===== src/tcc_pkg.sv =====
// Constants, register map and mode types for the timer capture/compare channels.
package tcc_pkg;
	localparam logic [2:0] ADDR_CTRL0 = 3'h0;
	localparam logic [2:0] ADDR_VAL0_HI = 3'h1;
	localparam logic [2:0] ADDR_VAL0_LO = 3'h2;
	localparam logic [2:0] ADDR_CTRL1 = 3'h3;
	localparam logic [2:0] ADDR_VAL1_HI = 3'h4;
	localparam logic [2:0] ADDR_VAL1_LO = 3'h5;
	localparam int BIT_FLAG = 7;
	localparam int BIT_IRQ_EN = 6;
	localparam int BIT_BUF_SEL = 5;
	localparam int BIT_UNBUF_SEL = 4;
	localparam int BIT_ELS_HI = 3;
	localparam int BIT_ELS_LO = 2;
	localparam int BIT_TOV = 1;
	localparam int BIT_MAX = 0;
	localparam logic [6:0] CTRL_RESET = 7'h00;
	localparam logic [15:0] VALUE_RESET = 16'h0000;
	localparam logic [7:0] RDATA_RESET = 8'h00;
	localparam logic [1:0] ELS_NONE = 2'h0;
	localparam logic [1:0] ELS_RISE = 2'h1;
	localparam logic [1:0] ELS_FALL = 2'h2;
	localparam logic [1:0] ELS_BOTH = 2'h3;
	localparam logic [1:0] ACT_TOGGLE = 2'h1;
	localparam logic [1:0] ACT_CLEAR = 2'h2;
	localparam logic [1:0] ACT_SET = 2'h3;
	typedef enum logic [1:0] {
		MODE_PRESET = 2'b00,
		MODE_CAPTURE = 2'b01,
		MODE_COMPARE = 2'b10,
		MODE_BUFFERED = 2'b11
	} tcc_mode_t;
endpackage : tcc_pkg


===== src/tcc_val_if.sv =====
// Signals between the channel controller and one channel value register.
`timescale 1ns/1ps
`default_nettype none
interface tcc_val_if;
	logic wr_hi;
	logic wr_lo;
	logic rd_hi;
	logic rd_lo;
	logic [7:0] wdata;
	logic cap_mode;
	logic cmp_mode;
	logic cap_load;
	logic [15:0] cap_value;
	logic [15:0] value;
	logic cap_block;
	logic cmp_block;
	modport ctl (output wr_hi, wr_lo, rd_hi, rd_lo, wdata, cap_mode, cmp_mode, cap_load,
		cap_value, input value, cap_block, cmp_block);
	modport store (input wr_hi, wr_lo, rd_hi, rd_lo, wdata, cap_mode, cmp_mode, cap_load,
		cap_value, output value, cap_block, cmp_block);
endinterface : tcc_val_if
`default_nettype wire


===== src/tcc_value_reg.sv =====
// Sixteen-bit channel value register with coherent byte access.
`timescale 1ns/1ps
`default_nettype none
module tcc_value_reg (
	input wire logic ref_clk,
	input wire logic rst,
	tcc_val_if.store bus
);
	import tcc_pkg::*;
	logic [15:0] value_q;
	logic [15:0] value_d;
	logic cap_block_q;
	logic cap_block_d;
	logic cmp_block_q;
	logic cmp_block_d;

	always_comb begin
		value_d = value_q;
		cap_block_d = cap_block_q;
		cmp_block_d = cmp_block_q;
		if (bus.wr_hi) begin
			value_d[15:8] = bus.wdata;
		end
		if (bus.wr_lo) begin
			value_d[7:0] = bus.wdata;
		end
		if (bus.cap_load && !cap_block_q) begin
			value_d = bus.cap_value;
		end
		if (bus.rd_hi && bus.cap_mode) begin
			cap_block_d = 1'b1;
		end
		if (bus.rd_lo || !bus.cap_mode) begin
			cap_block_d = 1'b0;
		end
		if (bus.wr_hi && bus.cmp_mode) begin
			cmp_block_d = 1'b1;
		end
		if (bus.wr_lo || !bus.cmp_mode) begin
			cmp_block_d = 1'b0;
		end
	end

	always_ff @(posedge ref_clk) begin
		if (rst) begin
			value_q <= VALUE_RESET;
			cap_block_q <= 1'b0;
			cmp_block_q <= 1'b0;
		end else begin
			value_q <= value_d;
			cap_block_q <= cap_block_d;
			cmp_block_q <= cmp_block_d;
		end
	end

	assign bus.value = value_q;
	assign bus.cap_block = cap_block_q;
	assign bus.cmp_block = cmp_block_q;
endmodule : tcc_value_reg
`default_nettype wire


===== src/tcc_top.sv =====
// Two timer channels with input capture, output compare and PWM on their pins.
// Operation
// - Capture edge sets the channel flag.
// - Counter equal to value sets flag.
// - Flag clears by read-then-write-zero only.
// - Event during clearing sequence keeps flag.
// - Interrupt enable gates channel requests.
// - Buffered select exists only in channel 0.
// - Buffered mode disables channel 1 except its value register.
// - Unbuffered bit picks compare or capture.
// - With edge field zero, sets initial level.
// - Edge field zero releases pin to port.
// - Capture edge: rising, falling, or both.
// - Compare action: toggle, clear, or set.
// - Buffered mode uses same pin actions.
// - Toggle on overflow in compare mode.
// - Overflow toggle beats simultaneous compare action.
// - Full-duty bit forces constant PWM level.
// - Full-duty change applies next PWM period.
// - Value holds capture or compare value.
// - High byte read blocks captures until low.
// - High byte write blocks compares until low.
// - Overflow input marks counter reaching modulo.
//
// Our own choices: the address-and-strobe port and the placing of the registers.
`timescale 1ns/1ps
`default_nettype none
module tcc_top (
	input wire logic ref_clk,
	input wire logic rst,
	input wire logic [2:0] bus_addr,
	input wire logic [7:0] bus_wdata,
	input wire logic bus_wr,
	input wire logic bus_rd,
	output logic [7:0] bus_rdata,
	input wire logic [15:0] counter_value,
	input wire logic counter_overflow,
	input wire logic [1:0] channel_pin_in,
	output logic [1:0] channel_pin_out,
	output logic [1:0] channel_pin_oe,
	output logic [1:0] channel_irq
);
	import tcc_pkg::*;

	// Decodes a control word into the operating mode of its channel.
	function automatic tcc_mode_t mode_of(input logic [6:0] ctrl);
		tcc_mode_t m;
		m = MODE_PRESET;
		if (ctrl[BIT_ELS_HI:BIT_ELS_LO] == ELS_NONE) begin
			m = MODE_PRESET;
		end else if (ctrl[BIT_BUF_SEL]) begin
			m = MODE_BUFFERED;
		end else if (ctrl[BIT_UNBUF_SEL]) begin
			m = MODE_COMPARE;
		end else begin
			m = MODE_CAPTURE;
		end
		return m;
	endfunction : mode_of

	// Applies the selected compare action to the present pin level.
	function automatic logic pin_action(input logic [1:0] act, input logic cur);
		logic r;
		r = cur;
		case (act)
			ACT_TOGGLE: begin
				r = ~cur;
			end
			ACT_CLEAR: begin
				r = 1'b0;
			end
			ACT_SET: begin
				r = 1'b1;
			end
			default: begin
				r = cur;
			end
		endcase
		return r;
	endfunction : pin_action

	logic [6:0] ctrl_q [2];
	logic [6:0] ctrl_d [2];
	logic [6:0] ctrl_eff [2];
	logic [1:0] flag_q;
	logic [1:0] flag_d;
	logic [1:0] arm_q;
	logic [1:0] arm_d;
	logic [1:0] pin_prev_q;
	logic [1:0] pin_prev_d;
	logic [1:0] pin_out_q;
	logic [1:0] pin_out_d;
	logic [1:0] max_act_q;
	logic [1:0] max_act_d;
	logic buf_sel_q;
	logic buf_sel_d;
	logic buf_pend_q;
	logic buf_pend_d;
	logic [7:0] rdata_q;
	logic [7:0] rdata_d;
	tcc_mode_t mode [2];
	logic [1:0] cap_hit;
	logic [1:0] cmp_hit;
	logic [1:0] event_hit;
	logic [1:0] ctrl_wr;
	logic [1:0] ctrl_rd;
	logic [1:0] rise;
	logic [1:0] fall;
	logic [15:0] cmp_value [2];
	logic [1:0] cmp_blocked;

	tcc_val_if vif [2] ();

	for (genvar g = 0; g < 2; g++) begin : g_val
		tcc_value_reg u_value (
			.ref_clk(ref_clk),
			.rst(rst),
			.bus(vif[g])
		);
	end

	assign vif[0].wr_hi = bus_wr && bus_addr == ADDR_VAL0_HI;
	assign vif[0].wr_lo = bus_wr && bus_addr == ADDR_VAL0_LO;
	assign vif[0].rd_hi = bus_rd && bus_addr == ADDR_VAL0_HI;
	assign vif[0].rd_lo = bus_rd && bus_addr == ADDR_VAL0_LO;
	assign vif[1].wr_hi = bus_wr && bus_addr == ADDR_VAL1_HI;
	assign vif[1].wr_lo = bus_wr && bus_addr == ADDR_VAL1_LO;
	assign vif[1].rd_hi = bus_rd && bus_addr == ADDR_VAL1_HI;
	assign vif[1].rd_lo = bus_rd && bus_addr == ADDR_VAL1_LO;
	assign vif[0].wdata = bus_wdata;
	assign vif[1].wdata = bus_wdata;
	assign vif[0].cap_value = counter_value;
	assign vif[1].cap_value = counter_value;
	assign vif[0].cap_mode = mode[0] == MODE_CAPTURE;
	assign vif[1].cap_mode = mode[1] == MODE_CAPTURE;
	assign vif[0].cmp_mode = mode[0] == MODE_COMPARE || mode[0] == MODE_BUFFERED;
	assign vif[1].cmp_mode = mode[1] == MODE_COMPARE || mode[0] == MODE_BUFFERED;
	assign vif[0].cap_load = cap_hit[0];
	assign vif[1].cap_load = cap_hit[1];

	assign ctrl_wr[0] = bus_wr && bus_addr == ADDR_CTRL0;
	assign ctrl_wr[1] = bus_wr && bus_addr == ADDR_CTRL1;
	assign ctrl_rd[0] = bus_rd && bus_addr == ADDR_CTRL0;
	assign ctrl_rd[1] = bus_rd && bus_addr == ADDR_CTRL1;

	// Channel 1 sees an all-zero control word while channel 0 has its buffered select bit set.
	always_comb begin
		ctrl_eff[0] = ctrl_q[0];
		ctrl_eff[1] = ctrl_q[0][BIT_BUF_SEL] ? CTRL_RESET : ctrl_q[1];
		mode[0] = mode_of(ctrl_eff[0]);
		mode[1] = mode_of(ctrl_eff[1]);
	end

	// Buffered compare takes the value from whichever register was loaded last before the latest overflow.
	always_comb begin
		cmp_value[0] = buf_sel_q && mode[0] == MODE_BUFFERED ? vif[1].value : vif[0].value;
		cmp_value[1] = vif[1].value;
		cmp_blocked[0] = vif[0].cmp_block;
		if (mode[0] == MODE_BUFFERED) begin
			cmp_blocked[0] = vif[0].cmp_block || vif[1].cmp_block;
		end
		cmp_blocked[1] = vif[1].cmp_block;
	end

	// Event detection for both channels.
	always_comb begin
		rise = channel_pin_in & ~pin_prev_q;
		fall = ~channel_pin_in & pin_prev_q;
		pin_prev_d = channel_pin_in;
		for (int i = 0; i < 2; i++) begin
			cap_hit[i] = 1'b0;
			cmp_hit[i] = 1'b0;
			if (mode[i] == MODE_CAPTURE && !vif_cap_block(i)) begin
				case (ctrl_eff[i][BIT_ELS_HI:BIT_ELS_LO])
					ELS_RISE: begin
						cap_hit[i] = rise[i];
					end
					ELS_FALL: begin
						cap_hit[i] = fall[i];
					end
					ELS_BOTH: begin
						cap_hit[i] = rise[i] | fall[i];
					end
					default: begin
						cap_hit[i] = 1'b0;
					end
				endcase
			end
			if ((mode[i] == MODE_COMPARE || mode[i] == MODE_BUFFERED) && !cmp_blocked[i]) begin
				cmp_hit[i] = counter_value == cmp_value[i];
			end
		end
		event_hit = cap_hit | cmp_hit;
	end

	// Returns the capture block of the value register of one channel.
	function automatic logic vif_cap_block(input int idx);
		logic r;
		r = vif[1].cap_block;
		if (idx == 0) begin
			r = vif[0].cap_block;
		end
		return r;
	endfunction : vif_cap_block

	// Control bits and the two-step flag clearing sequence.
	always_comb begin
		for (int i = 0; i < 2; i++) begin
			ctrl_d[i] = ctrl_q[i];
			flag_d[i] = flag_q[i];
			arm_d[i] = arm_q[i];
			if (ctrl_rd[i] && flag_q[i]) begin
				arm_d[i] = 1'b1;
			end
			if (ctrl_wr[i] && !(i == 1 && ctrl_q[0][BIT_BUF_SEL])) begin
				ctrl_d[i] = bus_wdata[6:0];
				if (arm_q[i] && !bus_wdata[BIT_FLAG]) begin
					flag_d[i] = 1'b0;
				end
				arm_d[i] = 1'b0;
			end
			if (event_hit[i]) begin
				flag_d[i] = 1'b1;
				arm_d[i] = 1'b0;
			end
		end
		ctrl_d[1][BIT_BUF_SEL] = 1'b0;
	end

	// Pin level, overflow toggling and full-duty forcing.
	always_comb begin
		buf_sel_d = buf_sel_q;
		buf_pend_d = buf_pend_q;
		if (vif[0].wr_lo) begin
			buf_pend_d = 1'b0;
		end
		if (vif[1].wr_lo) begin
			buf_pend_d = 1'b1;
		end
		if (counter_overflow) begin
			buf_sel_d = buf_pend_d;
		end
		for (int i = 0; i < 2; i++) begin
			pin_out_d[i] = pin_out_q[i];
			max_act_d[i] = max_act_q[i];
			if (counter_overflow) begin
				max_act_d[i] = ctrl_eff[i][BIT_MAX] && ctrl_eff[i][BIT_TOV];
			end
			case (mode[i])
				MODE_PRESET: begin
					pin_out_d[i] = ~ctrl_eff[i][BIT_UNBUF_SEL];
				end
				MODE_COMPARE, MODE_BUFFERED: begin
					if (counter_overflow && ctrl_eff[i][BIT_TOV]) begin
						pin_out_d[i] = ~pin_out_q[i];
					end else if (cmp_hit[i]) begin
						pin_out_d[i] = pin_action(ctrl_eff[i][BIT_ELS_HI:BIT_ELS_LO],
							pin_out_q[i]);
					end
					if (max_act_d[i] && ctrl_eff[i][BIT_TOV]) begin
						pin_out_d[i] = 1'b1;
					end
				end
				default: begin
					pin_out_d[i] = pin_out_q[i];
				end
			endcase
		end
	end

	// Read data for the cycle after the read strobe.
	always_comb begin
		rdata_d = RDATA_RESET;
		if (bus_rd) begin
			case (bus_addr)
				ADDR_CTRL0: begin
					rdata_d = {flag_q[0], ctrl_q[0]};
				end
				ADDR_CTRL1: begin
					rdata_d = {flag_q[1], ctrl_q[1]};
				end
				ADDR_VAL0_HI: begin
					rdata_d = vif[0].value[15:8];
				end
				ADDR_VAL0_LO: begin
					rdata_d = vif[0].value[7:0];
				end
				ADDR_VAL1_HI: begin
					rdata_d = vif[1].value[15:8];
				end
				ADDR_VAL1_LO: begin
					rdata_d = vif[1].value[7:0];
				end
				default: begin
					rdata_d = RDATA_RESET;
				end
			endcase
		end
	end

	always_ff @(posedge ref_clk) begin
		if (rst) begin
			ctrl_q[0] <= CTRL_RESET;
			ctrl_q[1] <= CTRL_RESET;
			flag_q <= 2'h0;
			arm_q <= 2'h0;
			pin_prev_q <= 2'h0;
			pin_out_q <= 2'h3;
			max_act_q <= 2'h0;
			buf_sel_q <= 1'b0;
			buf_pend_q <= 1'b0;
			rdata_q <= RDATA_RESET;
		end else begin
			ctrl_q[0] <= ctrl_d[0];
			ctrl_q[1] <= ctrl_d[1];
			flag_q <= flag_d;
			arm_q <= arm_d;
			pin_prev_q <= pin_prev_d;
			pin_out_q <= pin_out_d;
			max_act_q <= max_act_d;
			buf_sel_q <= buf_sel_d;
			buf_pend_q <= buf_pend_d;
			rdata_q <= rdata_d;
		end
	end

	// Only compare modes drive the pin; otherwise the port owns it.
	always_comb begin
		for (int i = 0; i < 2; i++) begin
			channel_pin_oe[i] = mode[i] == MODE_COMPARE || mode[i] == MODE_BUFFERED;
			channel_irq[i] = 1'b0;
			if (flag_q[i] && ctrl_q[i][BIT_IRQ_EN]) begin
				channel_irq[i] = 1'b1;
			end
		end
		if (ctrl_q[0][BIT_BUF_SEL]) begin
			channel_irq[1] = 1'b0;
		end
	end

	assign channel_pin_out = pin_out_q;
	assign bus_rdata = rdata_q;
endmodule : tcc_top
`default_nettype wire


===== config.mk =====
export PLATFORM = sky130hd
export DESIGN_NAME = tcc_top
export DESIGN_NICKNAME = d
export VERILOG_FILES = /design/src/tcc_pkg.sv /design/src/tcc_val_if.sv /design/src/tcc_value_reg.sv /design/src/tcc_top.sv
export SDC_FILE = /design/constraint.sdc
export NUM_CORES = 1
export LEC_CHECK = 0
export BUFFER_PORTS_ARGS = -buffer_cell sky130_fd_sc_hd__buf_2
export CAP_MARGIN = 20
export CORE_ASPECT_RATIO = 0.8
export CORE_UTILIZATION = 38
export CTS_CLUSTER_DIAMETER = 30
export DETAILED_ROUTE_END_ITERATION = 10
export HOLD_SLACK_MARGIN = 0.05
export SYNTH_ARGS = -nofsm -noshare
export SYNTH_HDL_FRONTEND = slang
export SYNTH_SLANG_ARGS = --single-unit

===== constraint.sdc =====
create_clock -name ref_clk -period 2.75 [get_ports ref_clk]
set_clock_uncertainty 0.1 [all_clocks]
set_input_delay 0.55 -clock ref_clk [delete_from_list [all_inputs] [get_ports ref_clk]]
set_output_delay 0.55 -clock ref_clk [all_outputs]
set_load 0.1 [all_outputs]

==> flow_summary.json <==
{
  "setup_violations": 0,
  "numCtsBuffers": 9,
  "wl_um": 12700,
  "synth_seq_cells": 69,
  "total_power_w": 0.00238,
  "hold_path.class": "flip-flop to flip-flop",
  "antenna_found_initial": 0,
  "cts_resized": 0,
  "drc": 0,
  "cts.htree.levels": 3,
  "crit_type": "flip-flop to output port",
  "timing.rr.start": "ctrl_q[0][5]$_SDFFE_PP0P_",
  "min_from": "max_act_q[0]$_SDFF_PP0_",
  "areaGrowthSynthToFinish_pct": 17.9,
  "clock_sinks": 69,
  "cts_setup_buffers": 0,
  "core_um2": 10300,
  "synth_edf_count": 0,
  "finalHoldViolCount": 0,
  "gp_congestion": 0.895,
  "rows": 33,
  "synth_area_per_cell_um2": 8.52,
  "cp.arrival_ns": 1.97,
  "crit_fanout": 8,
  "dr_wl_met2_um": 5430,
  "crit_start": "ctrl_q[0][2]$_SDFFE_PP0P_",
  "cts_buffer_depth": 2,
  "route.met3.wl_um": 1170,
  "grt-ovfl-total": 0,
  "worstPathRequired_ns": 2.10,
  "fp.dieH_um": 94.6,
  "dr.max_layer_used": "met4",
  "slew_viol_final": 0,
  "critPathLaunchType": "flip-flop",
  "slew_headroom_pct": 61.9,
  "fin_tns_setup_ns": 0,
  "synth_top_cell_area_share_pct": 33.9,
  "insertion_delay_ns": 0.34,
  "nNetsFinal": 567,
  "start_util_pct": 39.4,
  "power.density_nw_per_um2": 496,
  "met1_length_um": 5950,
  "first_iter_violations": 425,
  "path_clk_slew_ns": 0.06,
  "synth.distinct_cells": 56,
  "tritoncts": "yes",
  "grt_pass1_wl_um": 20400,
  "synth_top_area_cell": "dfxtp_1",
  "leakagePower_nw": 1.87,
  "synth_warnings": 0,
  "status": "finished clean",
  "vias_per_cell": 5.75,
  "period_needed_ns": 2.62,
  "max_freq_ghz": 0.382,
  "drt_pass1_iterations": 8,
  "ys_seq_area_share_pct": 33.9,
  "die_area_um2": 11100,
  "synth_common_cells": "dfxtp_1 (69), nor2_1 (68), mux2i_1 (46), a211oi_1 (34), nand2_1 (30)",
  "dp_hpwl_um": 9310,
  "vdd_ir_drop_max_uv": 395,
  "yosysMostFrequentCell": "dfxtp_1",
  "hold_depth": 2,
  "cts_hold_buf": 0,
  "wl_per_cell_um": 19.1,
  "grt_max_degree": 35,
  "synthArstFlopShare_pct": 0,
  "netlist_area_um2": 4070,
  "syn_inst": 478,
  "end_kind": "output port",
  "maxCapViolCount": 0,
  "vias": 3826,
  "fin_crit_sh_pct": 95.1,
  "port_buffers": 47,
  "synth_area_leaders": "dfxtp_1 (34%), mux2i_1 (11%), a211oi_1 (6.3%), nor2_1 (6.3%), ha_1 (3.7%)",
  "worst_slew_pin_slew_ns": 0.567,
  "worst_r2r_path_depth": 8,
  "first_global_vias": 3614,
  "antenna_cells": 0,
  "die_x_um": 118,
  "root_buffer": "clkbuf_16",
  "num_io_pins": 48,
  "grt_setup_unrepaired": "false",
  "grtUsageTotal_pct": 24.2,
  "synth_nets": 524,
  "ant_nets": 0,
  "layout-drive-gt1-share_pct": 17.9,
  "synth_flop_cell": "dfxtp_1"
}
## stage by stage
step | setup slack [ns] | cell area (µm²) | cells | utilization [%] | hold WS [ns]
floorplan | 0.00696 | 4080 | 478 | - | 0.343
global placement | 0.267 | 4520 | 650 | 43.8 | 0.351
detailed placement | 0.232 | 4520 | 650 | 43.8 | 0.360
CTS | 0.116 | 4800 | 665 | 46.5 | 0.369
global route | 0.0432 | 4800 | 665 | 46.5 | 0.384
finish | 0.135 | 4800 | 665 | 46.5 | 0.362
## final cells by class
type,instances,area (µm²)
clock buffers,14,274
clock inverters,1,5.00
fillers,1051,5520
inverters,23,86.3
multi-input cells,353,2480
flip-flops and latches,69,1380
well taps,140,175
repair buffers,65,398
## cells in the final DEF (no fill, tap or decap), drive strengths merged, types with 4 or more instances in the layout
master	netlist	final
a211oi	34	34
a21oi	18	18
a22oi	9	9
a31oi	5	5
buf	12	65
clkbuf	21	14
dfxtp	69	69
ha	12	12
inv	23	23
mux2	10	10
mux2i	46	46
nand2	31	31
nand2b	12	12
nand3	5	5
nand4	4	4
nor2	68	68
nor2b	6	6
nor3	6	6
nor4	7	7
o21ai	8	8
o22a	5	5
or3	4	4
or4	4	4
xnor2	7	7
xor2	13	13
## critical path, stage by stage (launching register included)
cell,delay [ns]
dfxtp_1,0.32
inv_1,0.06
ha_1,0.23
buf_4,0.18
or2_2,0.33
inv_1,0.08
buf_2,0.42
## final timing paths
path,endpoint,slack [ns]
hold reg to reg,max_act_q[0]$_SDFF_PP0_,0.36
setup / recovery,channel_pin_oe[0],0.13
setup reg to reg,channel_pin_out[1]$_SDFFE_PP1P_,0.18
hold / removal,max_act_q[0]$_SDFF_PP0_,0.36
## logic make-up after synthesis
logic type,after synthesis,synth area share (%)
and+or+nand+nor,161,19.2
AOI/OAI and AO/OA,101,17.6
DFF,69,33.9
muxes,59,15.8
buffers and inverters,56,5.47
xor gates and xnor gates,20,4.30
adders and majority gates,12,3.69
## report_power, final
group          internal, W  switching, W  total (W)
Clock             0.000677      0.000409    0.00109
Combinational    0.0000929      0.000162   0.000255
Sequential         0.00102     0.0000210    0.00104
## registers in the layout, summed over array words and instances, names as in the netlist, 2 cells and up
register	flops
pin_prev_q	2
flag_q	2
g_val.u_value.bus.value	32
arm_q	2
ctrl_q	13
bus_rdata	8
g_val.u_value.bus.cmp_block	2
max_act_q	2
g_val.u_value.bus.cap_block	2
channel_pin_out	2
## layer usage
layer,vias up,global-route usage [%]
met5,-,0
met4,0,7.05
met3,13,5.68
met2,176,36.9
met1,1834,33.9
li1,1803,-
No activity file was read; power rests on OpenSTA's default activity.
